$ cat config.mk
export PLATFORM = sky130hd
export DESIGN_NAME = serial_regs
export DESIGN_NICKNAME = d
export VERILOG_FILES = /design/src/include/serial_regs_pkg.sv /design/src/design/serial_regs.sv
export SDC_FILE = /design/constraint.sdc
export NUM_CORES = 1
export LEC_CHECK = 0
export BUFFER_PORTS_ARGS = -buffer_cell sky130_fd_sc_hd__buf_4
export CAP_MARGIN = 20
export CORE_ASPECT_RATIO = 1.1
export CORE_MARGIN = 1
export CORE_UTILIZATION = 35
export DETAILED_ROUTE_END_ITERATION = 12
export HOLD_SLACK_MARGIN = 0.08
export PLACE_DENSITY = 0.61
export SETUP_SLACK_MARGIN = 0.02
export SYNTH_ARGS = -nofsm -noshare
export SYNTH_HDL_FRONTEND = slang
export SYNTH_SLANG_ARGS = --single-unit
$ cat constraint.sdc
create_clock -name clk_sys -period 4.98 [get_ports clk_sys]
set_input_delay 0.498 -clock clk_sys [delete_from_list [all_inputs] [get_ports clk_sys]]
set_output_delay 0.498 -clock clk_sys [all_outputs]
set_load 0.02 [all_outputs]
$ cat src/include/serial_regs_pkg.sv
// constants, types and register layout of the serial register interface
// Behaviour
// - receive-full flag with receive interrupt enable requests an interrupt; enable resets to 0
// - master select 1 means master, 0 slave; resets to master
// - polarity sets clock idle level, resets 0; phase resets 1; both ends must match
// - slave with phase 0 starts on select falling edge, driving its top bit
// - no new transmit data enters an active slave shifter; load before start
// - slave with phase 1 starts on the first serial clock edge
// - slave deselected: data-out floats, serial clocks ignored, state machine otherwise untouched
// - wired-or bit makes clock and data pins open-drain, else push-pull
// - enable bit activates the block, resets 0; clearing it partially resets
// - transmit-empty flag with transmit interrupt enable requests an interrupt; enable resets 0
// - receive-full sets on each received byte; any data read clears it
// - error interrupt enable lets overflow or mode fault request an interrupt
// - byte arriving while receive buffer unread sets overflow; old byte kept
// - overflow clears after status read seeing it, then data read
// - mode fault: slave select rising mid-transfer, or master select going low
// - mode fault clears after status read seeing it, then data write
// - transmit-empty sets on shifter load, resets 1; idle load within two cycles
// - mode fault enable permits the flag; clearing enable keeps a set flag
// - fault detection off: master ignores select; slave neither sets the flag nor aborts the byte
// - master rate codes pick divisor 2, 8, 32, 128; clock is base over twice
// - data writes fill the transmit buffer, reads return the separate receive buffer
package serial_regs_pkg;

  localparam int ADDR_W = 8;
  localparam int DATA_W = 8;

  // register offsets
  localparam logic [ADDR_W-1:0] OFS_CONTROL = 8'h10;
  localparam logic [ADDR_W-1:0] OFS_STATUS  = 8'h11;
  localparam logic [ADDR_W-1:0] OFS_DATA    = 8'h12;

  // control register fields
  localparam int CTL_RX_IRQ_EN  = 7;
  localparam int CTL_MASTER     = 5;
  localparam int CTL_POLARITY   = 4;
  localparam int CTL_PHASE      = 3;
  localparam int CTL_WIRED_OR   = 2;
  localparam int CTL_ENABLE     = 1;
  localparam int CTL_TX_IRQ_EN  = 0;

  // status/control register fields
  localparam int STS_RX_FULL    = 7;
  localparam int STS_ERR_IRQ_EN = 6;
  localparam int STS_OVERFLOW   = 5;
  localparam int STS_MODE_FAULT = 4;
  localparam int STS_TX_EMPTY   = 3;
  localparam int STS_MF_ENABLE  = 2;
  localparam int STS_RATE_HI    = 1;
  localparam int STS_RATE_LO    = 0;

  // reset values of the master and phase control bits and the transmit-empty flag
  localparam logic RST_MASTER   = 1'b1;
  localparam logic RST_PHASE    = 1'b1;
  localparam logic RST_TX_EMPTY = 1'b1;

  // master rate divisors in system clock cycles per half period; code 3 runs one cycle over RATE_DIV_3
  localparam logic [6:0] RATE_DIV_0 = 7'h02;
  localparam logic [6:0] RATE_DIV_1 = 7'h08;
  localparam logic [6:0] RATE_DIV_2 = 7'h20;
  localparam logic [6:0] RATE_DIV_3 = 7'h7f;
  localparam logic       RATE_3_EXTRA = 1'b1;

  // last clock edge of one byte, counting from 0
  localparam logic [3:0] LAST_EDGE = 4'hf;

  typedef enum logic [1:0] {
    ST_IDLE = 2'b00,
    ST_RUN  = 2'b01
  } xfer_state_t;

  // one output pin: driven level and enable
  typedef struct packed {
    logic out;
    logic oe;
  } pin_drive_t;

endpackage

$ cat src/design/serial_regs.sv
// byte serial interface: register port, master clock generator, shifter and flags
//
// Added by the designer: the address-and-strobe port.
`timescale 1ns/100ps
module serial_regs
  import serial_regs_pkg::*;
(
  // clock and reset
  input  wire logic              clk_sys,
  input  wire logic              rst,
  // register port
  input  wire logic [ADDR_W-1:0] addr,
  input  wire logic [DATA_W-1:0] wdata,
  input  wire logic              wr,
  input  wire logic              rd,
  output logic      [DATA_W-1:0] rdata_reg,
  // interrupt request
  output logic                   irq_reg,
  // serial pins
  input  wire logic              sclk_in,
  input  wire logic              mosi_in,
  input  wire logic              miso_in,
  input  wire logic              ss_n_in,
  output pin_drive_t             sclk_drv_reg,
  output pin_drive_t             mosi_drv_reg,
  output pin_drive_t             miso_drv_reg
);

  // control bits
  logic              rx_irq_enable;
  logic              master_select;
  logic              clock_polarity;
  logic              clock_phase;
  logic              wired_or_select;
  logic              serial_enable;
  logic              tx_irq_enable;
  logic              error_irq_enable;
  logic              mode_fault_enable;
  logic              rate_select_hi;
  logic              rate_select_lo;
  // flags
  logic              rx_full_flag;
  logic              overflow_flag;
  logic              mode_fault_flag;
  logic              tx_empty_flag;
  logic              ovr_armed_reg;
  logic              mf_armed_reg;
  // buffers and shifter
  logic [DATA_W-1:0] tx_buf_reg;
  logic [DATA_W-1:0] rx_buf_reg;
  logic [DATA_W-1:0] tx_shift_reg;
  logic [DATA_W-1:0] rx_shift_reg;
  logic [3:0]        edge_cnt_reg;
  xfer_state_t       state_reg;
  // clocking
  logic [6:0]        div_cnt_reg;
  logic              sclk_level_reg;
  logic              sclk_prev_reg;
  logic              ss_prev_reg;

  // strobes
  logic              wr_ctl;
  logic              wr_sts;
  logic              wr_data;
  logic              rd_sts;
  logic              rd_data;
  logic              is_master;
  logic              is_slave;
  logic              selected;
  logic              sclk_edge;
  logic              lead_edge;
  logic              trail_edge;
  logic              sample_edge;
  logic              shift_edge;
  logic              start_xfer;
  logic              load_shift;
  logic              byte_done;
  logic              master_fault;
  logic              slave_fault;
  logic              div_tick;
  logic              data_bit_in;
  logic [DATA_W-1:0] rx_byte;
  logic [6:0]        half_period;

  // half period of the master clock in system cycles, minus one
  function automatic logic [6:0] rate_divisor(input logic hi, input logic lo);
    logic [6:0] d;
    d = RATE_DIV_0;
    case ({hi, lo})
      2'b00:   d = RATE_DIV_0 - 7'h01;
      2'b01:   d = RATE_DIV_1 - 7'h01;
      2'b10:   d = RATE_DIV_2 - 7'h01;
      2'b11:   d = RATE_DIV_3 - 7'(RATE_3_EXTRA) + 7'h01;
      default: d = RATE_DIV_0 - 7'h01;
    endcase
    return d;
  endfunction

  // push-pull or open-drain drive of one pin
  function automatic pin_drive_t pin_drive(input logic level, input logic en, input logic wired);
    pin_drive_t p;
    p.out = wired ? 1'b0 : level;
    p.oe  = wired ? (en & ~level) : en;
    return p;
  endfunction

  assign wr_ctl  = wr && (addr == OFS_CONTROL);
  assign wr_sts  = wr && (addr == OFS_STATUS);
  assign wr_data = wr && (addr == OFS_DATA);
  assign rd_sts  = rd && (addr == OFS_STATUS);
  assign rd_data = rd && (addr == OFS_DATA);

  assign is_master = serial_enable & master_select;
  assign is_slave  = serial_enable & ~master_select;
  assign selected  = is_slave & ~ss_n_in;
  assign half_period = rate_divisor(rate_select_hi, rate_select_lo);
  assign div_tick  = is_master && (state_reg == ST_RUN) && (div_cnt_reg == '0);

  // edges: generated by the divider as master, seen on the pin as slave
  always_comb begin
    sclk_edge  = 1'b0;
    lead_edge  = 1'b0;
    trail_edge = 1'b0;
    if (is_master && div_tick) begin
      sclk_edge  = 1'b1;
      lead_edge  = (sclk_level_reg == clock_polarity);
      trail_edge = (sclk_level_reg != clock_polarity);
    end else if (selected && (sclk_in != sclk_prev_reg)) begin
      sclk_edge  = 1'b1;
      lead_edge  = (sclk_in != clock_polarity);
      trail_edge = (sclk_in == clock_polarity);
    end
  end

  assign sample_edge = clock_phase ? trail_edge : lead_edge;
  assign shift_edge  = clock_phase ? lead_edge : trail_edge;
  assign data_bit_in = master_select ? miso_in : mosi_in;
  assign rx_byte     = clock_phase ? {rx_shift_reg[DATA_W-2:0], data_bit_in} : rx_shift_reg;

  // start of a byte
  always_comb begin
    start_xfer = 1'b0;
    if (state_reg == ST_IDLE) begin
      if (is_master)
        start_xfer = ~tx_empty_flag & ~master_fault;
      else if (is_slave && !clock_phase)
        start_xfer = ss_prev_reg & ~ss_n_in;
      else if (is_slave)
        start_xfer = sclk_edge;
    end
  end

  // an idle end moves a pending byte into the shifter; never while running
  assign load_shift = (state_reg == ST_IDLE) && serial_enable && !tx_empty_flag;
  assign byte_done  = (state_reg == ST_RUN) && sclk_edge && (edge_cnt_reg == LAST_EDGE);

  // select low on a master, or rising mid-byte on a slave
  assign master_fault = is_master & mode_fault_enable & ~ss_n_in;
  assign slave_fault  = is_slave & mode_fault_enable & (state_reg == ST_RUN)
                        & ~ss_prev_reg & ss_n_in;

  // control register
  always_ff @(posedge clk_sys) begin
    if (rst) begin
      rx_irq_enable   <= 1'b0;
      master_select   <= RST_MASTER;
      clock_polarity  <= 1'b0;
      clock_phase     <= RST_PHASE;
      wired_or_select <= 1'b0;
      serial_enable   <= 1'b0;
      tx_irq_enable   <= 1'b0;
    end else begin
      if (wr_ctl) begin
        rx_irq_enable   <= wdata[CTL_RX_IRQ_EN];
        master_select   <= wdata[CTL_MASTER];
        clock_polarity  <= wdata[CTL_POLARITY];
        clock_phase     <= wdata[CTL_PHASE];
        wired_or_select <= wdata[CTL_WIRED_OR];
        serial_enable   <= wdata[CTL_ENABLE];
        tx_irq_enable   <= wdata[CTL_TX_IRQ_EN];
      end
      // a faulted master drops off the bus to avoid a fight with the other master
      if (master_fault)
        serial_enable <= 1'b0;
    end
  end

  // writable half of the status/control register
  always_ff @(posedge clk_sys) begin
    if (rst) begin
      error_irq_enable  <= 1'b0;
      mode_fault_enable <= 1'b0;
      rate_select_hi    <= 1'b0;
      rate_select_lo    <= 1'b0;
    end else if (wr_sts) begin
      error_irq_enable  <= wdata[STS_ERR_IRQ_EN];
      mode_fault_enable <= wdata[STS_MF_ENABLE];
      rate_select_hi    <= wdata[STS_RATE_HI];
      rate_select_lo    <= wdata[STS_RATE_LO];
    end
  end

  // transmit buffer and its empty flag; a load beats a clear by write
  always_ff @(posedge clk_sys) begin
    if (rst) begin
      tx_buf_reg    <= '0;
      tx_empty_flag <= RST_TX_EMPTY;
    end else if (!serial_enable) begin
      tx_empty_flag <= RST_TX_EMPTY;
    end else begin
      if (wr_data) begin
        tx_buf_reg    <= wdata;
        tx_empty_flag <= 1'b0;
      end
      if (load_shift)
        tx_empty_flag <= 1'b1;
    end
  end

  // receive buffer and receive flags; sets win over clears
  always_ff @(posedge clk_sys) begin
    if (rst) begin
      rx_buf_reg    <= '0;
      rx_full_flag  <= 1'b0;
      overflow_flag <= 1'b0;
      ovr_armed_reg <= 1'b0;
    end else begin
      if (rd_sts && overflow_flag)
        ovr_armed_reg <= 1'b1;
      if (rd_data) begin
        rx_full_flag <= 1'b0;
        if (ovr_armed_reg) begin
          overflow_flag <= 1'b0;
          ovr_armed_reg <= 1'b0;
        end
      end
      if (byte_done) begin
        if (rx_full_flag && !rd_data) begin
          overflow_flag <= 1'b1;
        end else begin
          rx_buf_reg   <= rx_byte;
          rx_full_flag <= 1'b1;
        end
      end
    end
  end

  // mode fault flag, left alone when its enable is cleared
  always_ff @(posedge clk_sys) begin
    if (rst) begin
      mode_fault_flag <= 1'b0;
      mf_armed_reg    <= 1'b0;
    end else begin
      if (rd_sts && mode_fault_flag)
        mf_armed_reg <= 1'b1;
      if (wr_data && mf_armed_reg) begin
        mode_fault_flag <= 1'b0;
        mf_armed_reg    <= 1'b0;
      end
      if (master_fault || slave_fault)
        mode_fault_flag <= 1'b1;
    end
  end

  // transfer state, shifter and edge count
  always_ff @(posedge clk_sys) begin
    if (rst || !serial_enable) begin
      state_reg    <= ST_IDLE;
      edge_cnt_reg <= '0;
      tx_shift_reg <= '0;
      rx_shift_reg <= '0;
    end else begin
      case (state_reg)
        ST_IDLE: begin
          edge_cnt_reg <= '0;
          if (load_shift)
            tx_shift_reg <= tx_buf_reg;
          if (start_xfer)
            state_reg <= ST_RUN;
          // phase 1 slave: the starting edge is already the first shift edge
          if (start_xfer && is_slave && clock_phase)
            edge_cnt_reg <= 4'h1;
        end
        ST_RUN: begin
          if (sclk_edge)
            edge_cnt_reg <= edge_cnt_reg + 4'h1;
          if (sample_edge)
            rx_shift_reg <= {rx_shift_reg[DATA_W-2:0], data_bit_in};
          if (shift_edge && edge_cnt_reg != '0)
            tx_shift_reg <= {tx_shift_reg[DATA_W-2:0], 1'b0};
          if (byte_done || master_fault || slave_fault)
            state_reg <= ST_IDLE;
        end
        default: state_reg <= ST_IDLE;
      endcase
    end
  end

  // master clock divider and level
  always_ff @(posedge clk_sys) begin
    if (rst || !is_master || state_reg != ST_RUN) begin
      div_cnt_reg    <= half_period;
      sclk_level_reg <= clock_polarity;
    end else if (div_tick) begin
      div_cnt_reg    <= half_period;
      sclk_level_reg <= ~sclk_level_reg;
    end else begin
      div_cnt_reg <= div_cnt_reg - 7'h01;
    end
  end

  // pin history for edge detection
  always_ff @(posedge clk_sys) begin
    if (rst) begin
      sclk_prev_reg <= 1'b0;
      ss_prev_reg   <= 1'b1;
    end else begin
      sclk_prev_reg <= sclk_in;
      ss_prev_reg   <= ss_n_in;
    end
  end

  // pin drivers, registered
  always_ff @(posedge clk_sys) begin
    if (rst) begin
      sclk_drv_reg <= '0;
      mosi_drv_reg <= '0;
      miso_drv_reg <= '0;
    end else begin
      sclk_drv_reg <= pin_drive(sclk_level_reg, is_master, wired_or_select);
      mosi_drv_reg <= pin_drive(tx_shift_reg[DATA_W-1], is_master, wired_or_select);
      miso_drv_reg <= pin_drive(tx_shift_reg[DATA_W-1], selected, wired_or_select);
    end
  end

  // register read data, valid the cycle after the strobe only
  always_ff @(posedge clk_sys) begin
    if (rst || !rd) begin
      rdata_reg <= '0;
    end else begin
      case (addr)
        OFS_CONTROL: rdata_reg <= {rx_irq_enable, 1'b0, master_select, clock_polarity,
                                   clock_phase, wired_or_select, serial_enable, tx_irq_enable};
        OFS_STATUS:  rdata_reg <= {rx_full_flag, error_irq_enable, overflow_flag, mode_fault_flag,
                                   tx_empty_flag, mode_fault_enable, rate_select_hi, rate_select_lo};
        OFS_DATA:    rdata_reg <= rx_buf_reg;
        default:     rdata_reg <= '0;
      endcase
    end
  end

  // interrupt request
  always_ff @(posedge clk_sys) begin
    if (rst)
      irq_reg <= 1'b0;
    else
      irq_reg <= (rx_full_flag & rx_irq_enable)
               | (tx_empty_flag & tx_irq_enable)
               | (error_irq_enable & (overflow_flag | mode_fault_flag));
  end
endmodule // serial_regs

## Word-level counts from Yosys, hierarchy flattened

Index checks and enable logic that the tools add are counted.

| storage, ports and cells | value |
|---|---|
| register bits after elaboration | 79 |
| bits in latches | 0 |
| RAM bits | 0 |
| bits in read-only memories | 0 |
| output and inout bits | 15 |
| logic and storage cells | 179 |
| memories | 0 |

| cells by class | value |
|---|---|
| add/sub/neg operators | 2 |
| multipliers | 0 |
| divide/modulo/power cells | 0 |
| $lt $le $gt $ge | 0 |
| equality and inequality tests | 19 |
| shift-type cells | 0 |
| mux-type cells | 44 |
| bitwise operators | 29 |
| reduce and logical (&&, ||, !) cells | 51 |

Operators by type and width:

| cell | number |
|---|---|
| $mux W1 | 31 |
| $pmux W7 S4 | 1 |
| $eq A8 B5 Y1 const B | 3 |
| $mux W8 | 3 |
| $pmux W8 S3 | 1 |
| $logic_and A1 B1 Y1 | 21 |
| $and A1 B1 Y1 | 17 |
| $pmux W8 S2 | 1 |
| $mux W7 | 2 |
| $reduce_and A2 Y1 | 5 |
| $not A1 Y1 | 9 |
| $pmux W4 S2 | 1 |
| $logic_not A7 Y1 | 1 |
| $logic_or A1 B1 Y1 | 7 |
| $sub A7 B1 Y7 const B | 1 |
| $logic_not A1 Y1 | 6 |
| $ne A2 B1 Y1 const B | 3 |
| $ne A2 B2 Y1 const B | 3 |
| $reduce_bool A2 Y1 | 3 |
| $reduce_or A2 Y1 | 3 |
| $add A4 B1 Y4 const B | 1 |
| $eq A2 B1 Y1 const B | 2 |
| $eq A2 B2 Y1 const B | 2 |
| $eq A4 B4 Y1 const B | 1 |
| 10 further kinds | 17 |

## Logic depth before layout (Yosys ltp)

Gate-level depths: netlist (run 1).

| depth | value |
|---|---|
| depth after elaboration | 14 |
| mapped depth | 8 |
| gate-level depth less buffers | 7 |

## Worst setup path before layout (run 1)

OpenSTA, ideal clock, no wires.

| timing path | value |
|---|---|
| path kind | reg2reg |
| start point | register div_cnt_reg[3] |
| end point | register rx_shift_reg[0] |
| arrival | 1.973 ns |
| required time | 4.859 ns |
| path slack | 2.886 ns |
| cell stages (with the launch flop) | 7 |
| clock period less this slack | 2.094 ns |
| cell sequence | dfxtp_1 or4_4 nor4_2 or3_2 o311a_1 buf_4 mux2_2 |

| between the ends | value |
|---|---|
| longest elaborated chain between the ends | 6 |

Ends and longest elaborated chain:

| what | RTL line | RTL |
|---|---|---|
| start: declaration | serial_regs.sv:56 | `logic [6:0] div_cnt_reg;` |
| start signal: assignment | serial_regs.sv:302 | `div_cnt_reg <= half_period;` |
| start signal: assignment | serial_regs.sv:305 | `div_cnt_reg <= half_period;` |
| start signal: assignment | serial_regs.sv:308 | `div_cnt_reg <= div_cnt_reg - 7'h01;` |
| $logic_not A7 Y1 * | serial_regs.sv:117 | `assign div_tick = is_master && (state_reg == ST_RUN) && (div_cnt_reg == '0);` |
| $logic_and A1 B1 Y1 * | serial_regs.sv:117 |  |
| $logic_and A1 B1 Y1 * | serial_regs.sv:124 | `if (is_master && div_tick) begin` |
| $mux W1 | serial_regs.sv:124 |  |
| $mux W1 * | serial_regs.sv:135 | `assign sample_edge = clock_phase ? trail_edge : lead_edge;` |
| $reduce_and A2 Y1 (no line) * | -- |  |
| end signal: assignment | serial_regs.sv:288 | `rx_shift_reg <= {rx_shift_reg[DATA_W-2:0], data_bit_in};` |
| end: declaration | serial_regs.sv:52 | `logic [DATA_W-1:0] rx_shift_reg;` |

Mark *: on every way between the ends. The rest lies on a longest branch, timed or not.
A chain may end at the register's enable or synchronous reset.

## Worst setup path in the final report (run 1)

| timing path | value |
|---|---|
| start point | register state_reg[0] |
| end point | register rx_shift_reg[0] |

| between the ends | value |
|---|---|
| longest elaborated chain between the ends | 7 |

Ends and longest elaborated chain:

| what | RTL line | RTL |
|---|---|---|
| start: declaration | serial_regs.sv:54 | `xfer_state_t state_reg;` |
| start signal: assignment | serial_regs.sv:268 | `state_reg <= ST_IDLE;` |
| start signal: assignment | serial_regs.sv:279 | `state_reg <= ST_RUN;` |
| start signal: assignment | serial_regs.sv:292 | `state_reg <= ST_IDLE;` |
| $eq A2 B1 Y1 * | serial_regs.sv:117, serial_regs.sv:273 |  |
| $logic_and A1 B1 Y1 (2 in a row) | serial_regs.sv:117 |  |
| $logic_and A1 B1 Y1 | serial_regs.sv:124 |  |
| $mux W1 | serial_regs.sv:124 |  |
| $mux W1 | serial_regs.sv:135 |  |
| $reduce_and A2 Y1 (no line) * | -- |  |

Marks and branches as above.

==> metrics.md, run 1 <==
| Metric | Value |
|---|---|
| Distinct cells, synth | ~50 |
| Transition time of the tightest slew-check pin | 799.8 ps |
| Root buffer cell | clkbuf_8 |
| Syn_nets | ~440 |
| Worst hold slack | 393.8 ps |
| Worst hold path endpoint | sclk_prev_reg |
| Antenna violations before repair | 0 |
| R2R cell count | 5 |
| Area share of the largest cell type after synthesis | roughly 44% |
| Core Area | just under 10000 um2 |
| Final Slew Violations | 0 |
| Crit path kind | reg -> reg |
| Final period util | approximately 54% |
| Clock buffer depth | 2 |
| Synth warn | 0 |
| Commonest register cell after synthesis | dfxtp_1 |
| Total number of vias | roughly 3000 |
| RePlAce Congestion | about 0.84 |
| Pwr/cell area | about 270 nW/um2 |
| P&R area growth vs syn | 14.44% |
| Final nets | between 400 and 500 |
| Hold path start | sclk_in |
| Starting Density | around 36% |
| Clk_lat worst skew | roughly 350 ps |
| Die Height | around 110 um |
| Min Tclk post-route | around 2700 ps |
| Post-synth ARST share | 0% |
| Residual DRC | 2 |
| CTS clk-pin slew, worst paths | about 80 ps |
| Post-synthesis register bit count | 78 |
| # Max-Cap Violations | 0 |
| Reg-to-reg slack, setup | 2310 ps |
| Via-to-Cell Ratio | ~5.3 |
| Final instance area | 4046 um2 |
| Crit. End Element | flop |
| Global-route wire length before repair | around 14000 um |
| Pre-Repair DR Iteration Count | 8 |
| Maximum vdd drop | between 0.00015 and 0.0002 V |
| R2R Path End | rx_shift_reg[0] |
| Worst-path maximum fanout | 20 |
| Antenna Cells | 0 |
| Largest net degree at the start of global routing | 44 |
| Cts hold-fix bufs | 0 |
| Pleak | ~1.5 nW |
| WP data arrival | 2900 ps |
| CTS tree | yes |
| Hold Path Class | in -> reg |
| DPL Wire Length | 5903 um |
| Placed instance area | around 3900 um2 |
| Setup Total Neg Slack | 0 ps |
| Status | finished with violations |
| Share of cells above drive strength 1 | about 16% |
| Number of synthesized flops with an enable pin | 1 |
| Fmax | approximately 380 MHz |
| DIE WIDTH | between 90 and 100 um |
| Top cells by area, synth | dfxtp_1, mux2i_1, a21oi_1, nand2_1, nor2_1 |
| DRT antenna net count | 0 |
| Hold Vio Cnt, Final | 0 |
| Routed wire length | 8286 um |
| Buffers on Ports | 38 |
| Gate Count Post-Synth | 407 |
| Syn Area/Cell | 8.688 um2 |
| Postcts setup bufs | 0 |
| Clock skew | around 9.3 ps |
| Tot GR Track Use | around 17% |
| FP Rows | 38 |
| Post-synth top area cell | dfxtp_1 |
| Cell Area, Synth | about 3500 um2 |
| Failing checks | design-rule violations |
| Worst path required time | roughly 5200 ps |
| 1st-iter DRT viols | 156 |
| CTS resizes | 0 |
| GRT Residual Overflow | 0 |
| Clock sink count | between 70 and 80 |
| Die area | around 11000 um2 |
| CTS Buf Count | 9 |
| Vias in the first global route | between 2000 and 3000 |
| Hold path depth | 2 |
| H-tree depth | 3 |
| WL/cell | about 15 um |
| Dominant cell by count in the synthesized netlist | dfxtp_1 |
| Register area share after synthesis | between 40% and 50% |
| Number of setup violations in the final report | 0 |
| Worst flop-to-flop path startpoint | state_reg[0] |
| Worst rel slew slack | 46.68% |
| Num ports | 39 |
| Unrepaired setup endpoints after global routing | false |
| Synth top cells by count | dfxtp_1, a21oi_1, nand2_1 |
| Critical path startpoint category | flop |
==> through the flow <==
| step | setup WS, ps | power, mW | utilization, % | cells |
|---|---|---|---|---|
| after floorplan | 2886 | 0.6597 | - | 407 |
| after global placement | 2277 | 0.6801 | 39.19 | 540 |
| after detailed placement | 2171 | 0.6805 | 39.19 | 540 |
| after CTS | 2334 | 1.109 | 40.96 | 555 |
| after global routing | 2055 | 1.139 | 41.11 | 557 |
| final | 2315 | 1.095 | 41.11 | 557 |
==> cell type report <==
cell class	count	area [um2]
fill	993	5796
multi-input combinational	294	1809
sequential	78	1572
timing repair buffer	41	307.8
clock buffer	12	155.1
tap	120	150.1
inverter	9	33.78
clock inverter	3	18.77
==> power breakdown <==
part	internal [mW]	switching, mW
clock	0.206	0.224
combinational	0.0180	0.0211
sequential	0.625	0.00118
==> worst max path at each step <==
stage / startpoint / end / slack [ps] / depth (start not counted)
floorplan: div_cnt_reg[3] / rx_shift_reg[0] / 2890 / 6
global placement: addr[0] / rx_buf_reg[0] / 2280 / 6
detailed placement: addr[1] / rx_buf_reg[0] / 2170 / 6
CTS: state_reg[0] / rx_shift_reg[0] / 2330 / 5
global route: state_reg[0] / rx_shift_reg[0] / 2050 / 5
finish: state_reg[0] / rx_shift_reg[0] / 2310 / 5
==> per-layer routing <==
| layer | vias to the layer above | GRT usage, % | routed length [um] |
|---|---|---|---|
| li1 | 1486 | - | - |
| met1 | 1374 | 21.52 | 3759 |
| met2 | 74 | 27.01 | 3871 |
| met3 | 17 | 4.221 | 424 |
| met4 | 0 | 8.333 | 231 |
| met5 | - | 0 | 0 |
==> critical path, cell delays in order, from the launching register on <==
cell	delay [ps]
dfxtp_1	830
nand3_1	280
nor4_2	390
or3_2	180
o311a_1	480
mux2_2	390
==> placed cells by master, fill, tap and decap left out, types with 2 or more instances in the layout <==
| master | n |
|---|---|
| dfxtp_1 | 77 |
| a21oi_1 | 53 |
| nand2_1 | 44 |
| buf_4 | 39 |
| nor2_1 | 38 |
| mux2i_1 | 31 |
| nand3_1 | 18 |
| o21ai_0 | 15 |
| clkbuf_8 | 11 |
| inv_1 | 9 |
| or3_1 | 8 |
| nor3_1 | 7 |
| and3_1 | 7 |
| nor3b_1 | 7 |
| a211oi_1 | 7 |
| nor2b_1 | 6 |
| xor2_1 | 5 |
| or3b_2 | 4 |
| ha_1 | 4 |
| xnor2_1 | 3 |
| and2_1 | 3 |
| nand4_1 | 3 |
| nand3b_1 | 3 |
| a211o_1 | 3 |
| nand2b_1 | 2 |
| nor4_1 | 2 |
| a22oi_1 | 2 |
| mux2_2 | 2 |
| clkinv_2 | 2 |
| clkbuf_4 | 2 |
==> logic make-up after synthesis <==
logic type               synth area share, %
AO/OA/AOI/OAI                          15.22
XOR/XNOR                               1.982
adder cells (fa/ha/maj)                1.415
buffers and inverters                  4.388
flip-flops                             44.44
multiplexers                           9.413
AND/OR/NAND/NOR                        23.14
Power figures use the tool's default switching activity.
==> run 2, diff against run 1 <==
- ABC_AREA: not set -> 1
- PLACE_DENSITY: 0.61 -> 0.63
- clock period: 4.98 -> 2.4 ns (I/O delays scaled with it)
==> metrics.md, run 2 <==
| Metric | Value |
|---|---|
| Distinct cells, synth | 40 (was 49) |
| Pwr/cell area | 596.8 nW/um2 (was 270.6 nW/um2) |
| P&R area growth vs syn | 17.69% (was 14.44%) |
| WL/cell | 12.37 um (was 14.88 um) |
| Die Height | 109.7 um (was 107.4 um) |
| Final nets | 570 (was 461) |
| CTS tree | yes (unchanged) |
| Starting Density | 36.63% (was 35.93%) |
| Crit path kind | reg -> reg (unchanged) |
| 1st-iter DRT viols | 183 (was 156) |
| Global-route wire length before repair | 14060 um (was 13940 um) |
| Pleak | 1.899 nW (was 1.480 nW) |
| Number of synthesized flops with an enable pin | 1 (unchanged) |
| Clock buffer depth | 2 (unchanged) |
| CTS Buf Count | 9 (unchanged) |
| H-tree depth | 3 (unchanged) |
| Global Route met2 Usage | 28.42% (was 27.01%) |
| FP Rows | 38 (unchanged) |
| Register area share after synthesis | 42.56% (was 44.44%) |
| Min Tclk post-route | 1956 ps (was 2665 ps) |
| Worst path required time | 2650 ps (was 5220 ps) |
| CTS clk-pin slew, worst paths | 80 ps (about the same) |
| Transition time of the tightest slew-check pin | 434.6 ps (was 799.8 ps) |
| Cts hold-fix bufs | 0 (unchanged) |
| Cell Area, Synth | 3692 um2 (was 3536 um2) |
| Syn Area/Cell | 7.326 um2 (was 8.688 um2) |
| WP data arrival | 2200 ps (was 2900 ps) |
| Root buffer cell | clkbuf_8 (unchanged) |
| DPL Wire Length | 6472 um (was 5903 um) |
| Worst rel slew slack | 70.72% (was 46.68%) |
| Final instance area | 4345 um2 (was 4046 um2) |
| Postcts setup bufs | 0 (unchanged) |
| Post-place setup slack | 511.4 ps (was 2171 ps) |
| Gate Count Post-Synth | 504 (was 407) |
| Die area | 10960 um2 (was 10510 um2) |
| Post-synth top area cell | dfxtp_1 (unchanged) |
| Global Route met1 Usage | 20.51% (was 21.52%) |
| Tot GR Track Use | 16.73% (was 17.01%) |
| Clock skew | 5.160 ps (was 9.328 ps) |
| Sw frac | 20.45% (was 22.46%) |
| Hold Vio Cnt, Final | 0 (unchanged) |
| Final Slew Violations | 0 (unchanged) |
| Comb power frac | 3.3% (was 3.6%) |
| CTS resizes | 0 (unchanged) |
| Routed wire length | 8499 um (was 8286 um) |
| DRT antenna net count | 0 (unchanged) |
| Final period util | 81.51% (was 53.51%) |
| Post-synth ARST share | 0% (unchanged) |
| Share of cells above drive strength 1 | 19.56% (was 15.79%) |
| P_int | 2.063 mW (was 849.0 uW) |
| Area share of the largest cell type after synthesis | 41.75% (was 43.60%) |
| Synth top cells by count | nand2_1, dfxtp_1, inv_1 (was dfxtp_1, a21oi_1, nand2_1) |
| Hold Path Class | in -> reg (unchanged) |
| Sw power | 530.3 uW (was 245.9 uW) |
| # Max-Cap Violations | 0 (unchanged) |
| Syn_nets | 532 (was 435) |
| Top cells by area, synth | dfxtp_1, nand2_1, inv_1, nor2_1, a21oi_1 (was dfxtp_1, mux2i_1, a21oi_1, nand2_1, nor2_1) |
| Leading cell types in the layout, fill and taps excluded | nand2_1, dfxtp_1, inv_1 (was dfxtp_1, a21oi_1, nand2_1) |
| Post-route setup slack | 443.8 ps (was 2315 ps) |
| Core Area | 10080 um2 (was 9842 um2) |
| Post-synthesis register bit count | 78 (unchanged) |
| Leading cell type in the layout, fill and taps excluded | nand2_1 (was dfxtp_1) |
| Critical path startpoint category | flop (unchanged) |
| Clock power share | 46.6% (was 39.2%) |
| Crit. End Element | flop (unchanged) |
| GRT Residual Overflow | 0 (unchanged) |
| DIE WIDTH | 99.93 um (was 97.84 um) |
| Total number of vias | 3208 (was 2951) |
| Placed instance area | 4093 um2 (was 3857 um2) |
| Status | completed (was finished with violations) |
| Pre-Repair DR Iteration Count | 4 (was 8) |
| Fmax | 511.2 MHz (was 375.2 MHz) |
| Setup Total Neg Slack | 0 ps (unchanged) |
| Worst-path maximum fanout | 12 (was 20) |
| Clk_lat worst skew | 350 ps (about the same) |
| Final Util | 43.11% (was 41.11%) |
| Dominant cell by count in the synthesized netlist | nand2_1 (was dfxtp_1) |
| Num ports | 39 (unchanged) |
| Buffers on Ports | 38 (unchanged) |
| Clock sink count | 78 (unchanged) |
| Antenna Cells | 0 (unchanged) |
| Largest net degree at the start of global routing | 29 (was 44) |
| Unrepaired setup endpoints after global routing | false (unchanged) |
| Vias in the first global route | 3014 (was 2754) |
| Most Crowded Layer GR | met2 (unchanged) |
| Commonest register cell after synthesis | dfxtp_1 (unchanged) |
| Flop pwr share | 50.1% (was 57.2%) |
| Met3 Track Usage GR | 3.433% (was 4.221%) |
| Worst hold slack | 131.7 ps (was 393.8 ps) |
| Via-to-Cell Ratio | 4.670 (was 5.298) |
| Residual DRC | 0 (was 2) |
| Synth warn | 0 (unchanged) |
| RePlAce Congestion | 0.8672 (was 0.8398) |
| Number of setup violations in the final report | 0 (unchanged) |
| Maximum vdd drop | 0.0002988 V (was 0.0001581 V) |
| Antenna violations before repair | 0 (unchanged) |
[run 2: cell count changes after synthesis, sizes merged, moves of 7 or more]
cell,before,now
clkbuf,18,9
o21ai,15,35
nand3,18,26
nor3b,7,0
or3,9,0
nor2,38,79
mux2i,31,4
a211oi,7,0
a21oi,53,35
nand2,44,115
inv,9,72
[run 2: power by group through the flow]
| stage | logic, mW | clock network, mW | registers [mW] |
|---|---|---|---|
| final | 0.0856 | 1.21 | 1.30 |
| after detailed placement | 0.0850 | 0 | 1.33 |
| after floorplan | 0.0366 | 0 | 1.33 |
| after global placement | 0.0834 | 0 | 1.33 |
| after global routing | 0.0930 | 1.28 | 1.30 |
| after CTS | 0.0853 | 1.23 | 1.30 |
[run 2: cell families after synthesis]
logic type | after synthesis | synth area share, %
AOI/OAI and AO/OA | 87 | 13.18
xor gates and xnor gates | 6 | 1.423
adders and majority gates | 4 | 1.356
buffers and inverters | 88 | 9.963
DFF | 78 | 42.56
muxes | 4 | 1.084
and+or+nand+nor | 237 | 30.43
[run 2: metrics by stage]
| stage | power [mW] | instances |
|---|---|---|
| after floorplan | 1.366 | 504 |
| after global placement | 1.413 | 671 |
| after detailed placement | 1.415 | 671 |
| after CTS | 2.618 | 687 |
| after global routing | 2.677 | 687 |
| final | 2.593 | 687 |
[run 2: final cells by class]
cell class / instances / area (um2)
clock buffer: 14 / 192.7
clock inverter: 2 / 60.06
fill: 1060 / 5734
inverter: 72 / 270.3
multi-input combinational: 338 / 1753
sequential: 78 / 1572
tap: 140 / 175.2
timing repair buffer: 43 / 322.8
[run 2: metal layers]
layer / part of all wire (%) / routed length (um)
met3: 4.6 / 387
met2: 47 / 4011
met5: 0 / 0
met1: 46 / 3919
met4: 2.1 / 181
[run 2: worst max-delay path, stage by stage, from the launching register on]
cell and delay (ps):
dfxtp_1 580, nand3_2 160, nor2_4 190, nand3_1 120, nand3_1 110, nand3_2 130
nand2_1 320, nand2_1 110, nand2_1 90, nor2_1 40
[run 2: path summary, 6_finish.rpt]
path,start,end,slack (ps),depth (start not counted)
worst max register to register,serial_enable,tx_shift_reg[7],440,9
worst min-delay path,wdata[5],master_select,130,3
worst max-delay path,serial_enable,tx_shift_reg[7],440,9
worst min register to register,div_cnt_reg[0],div_cnt_reg[0],430,1
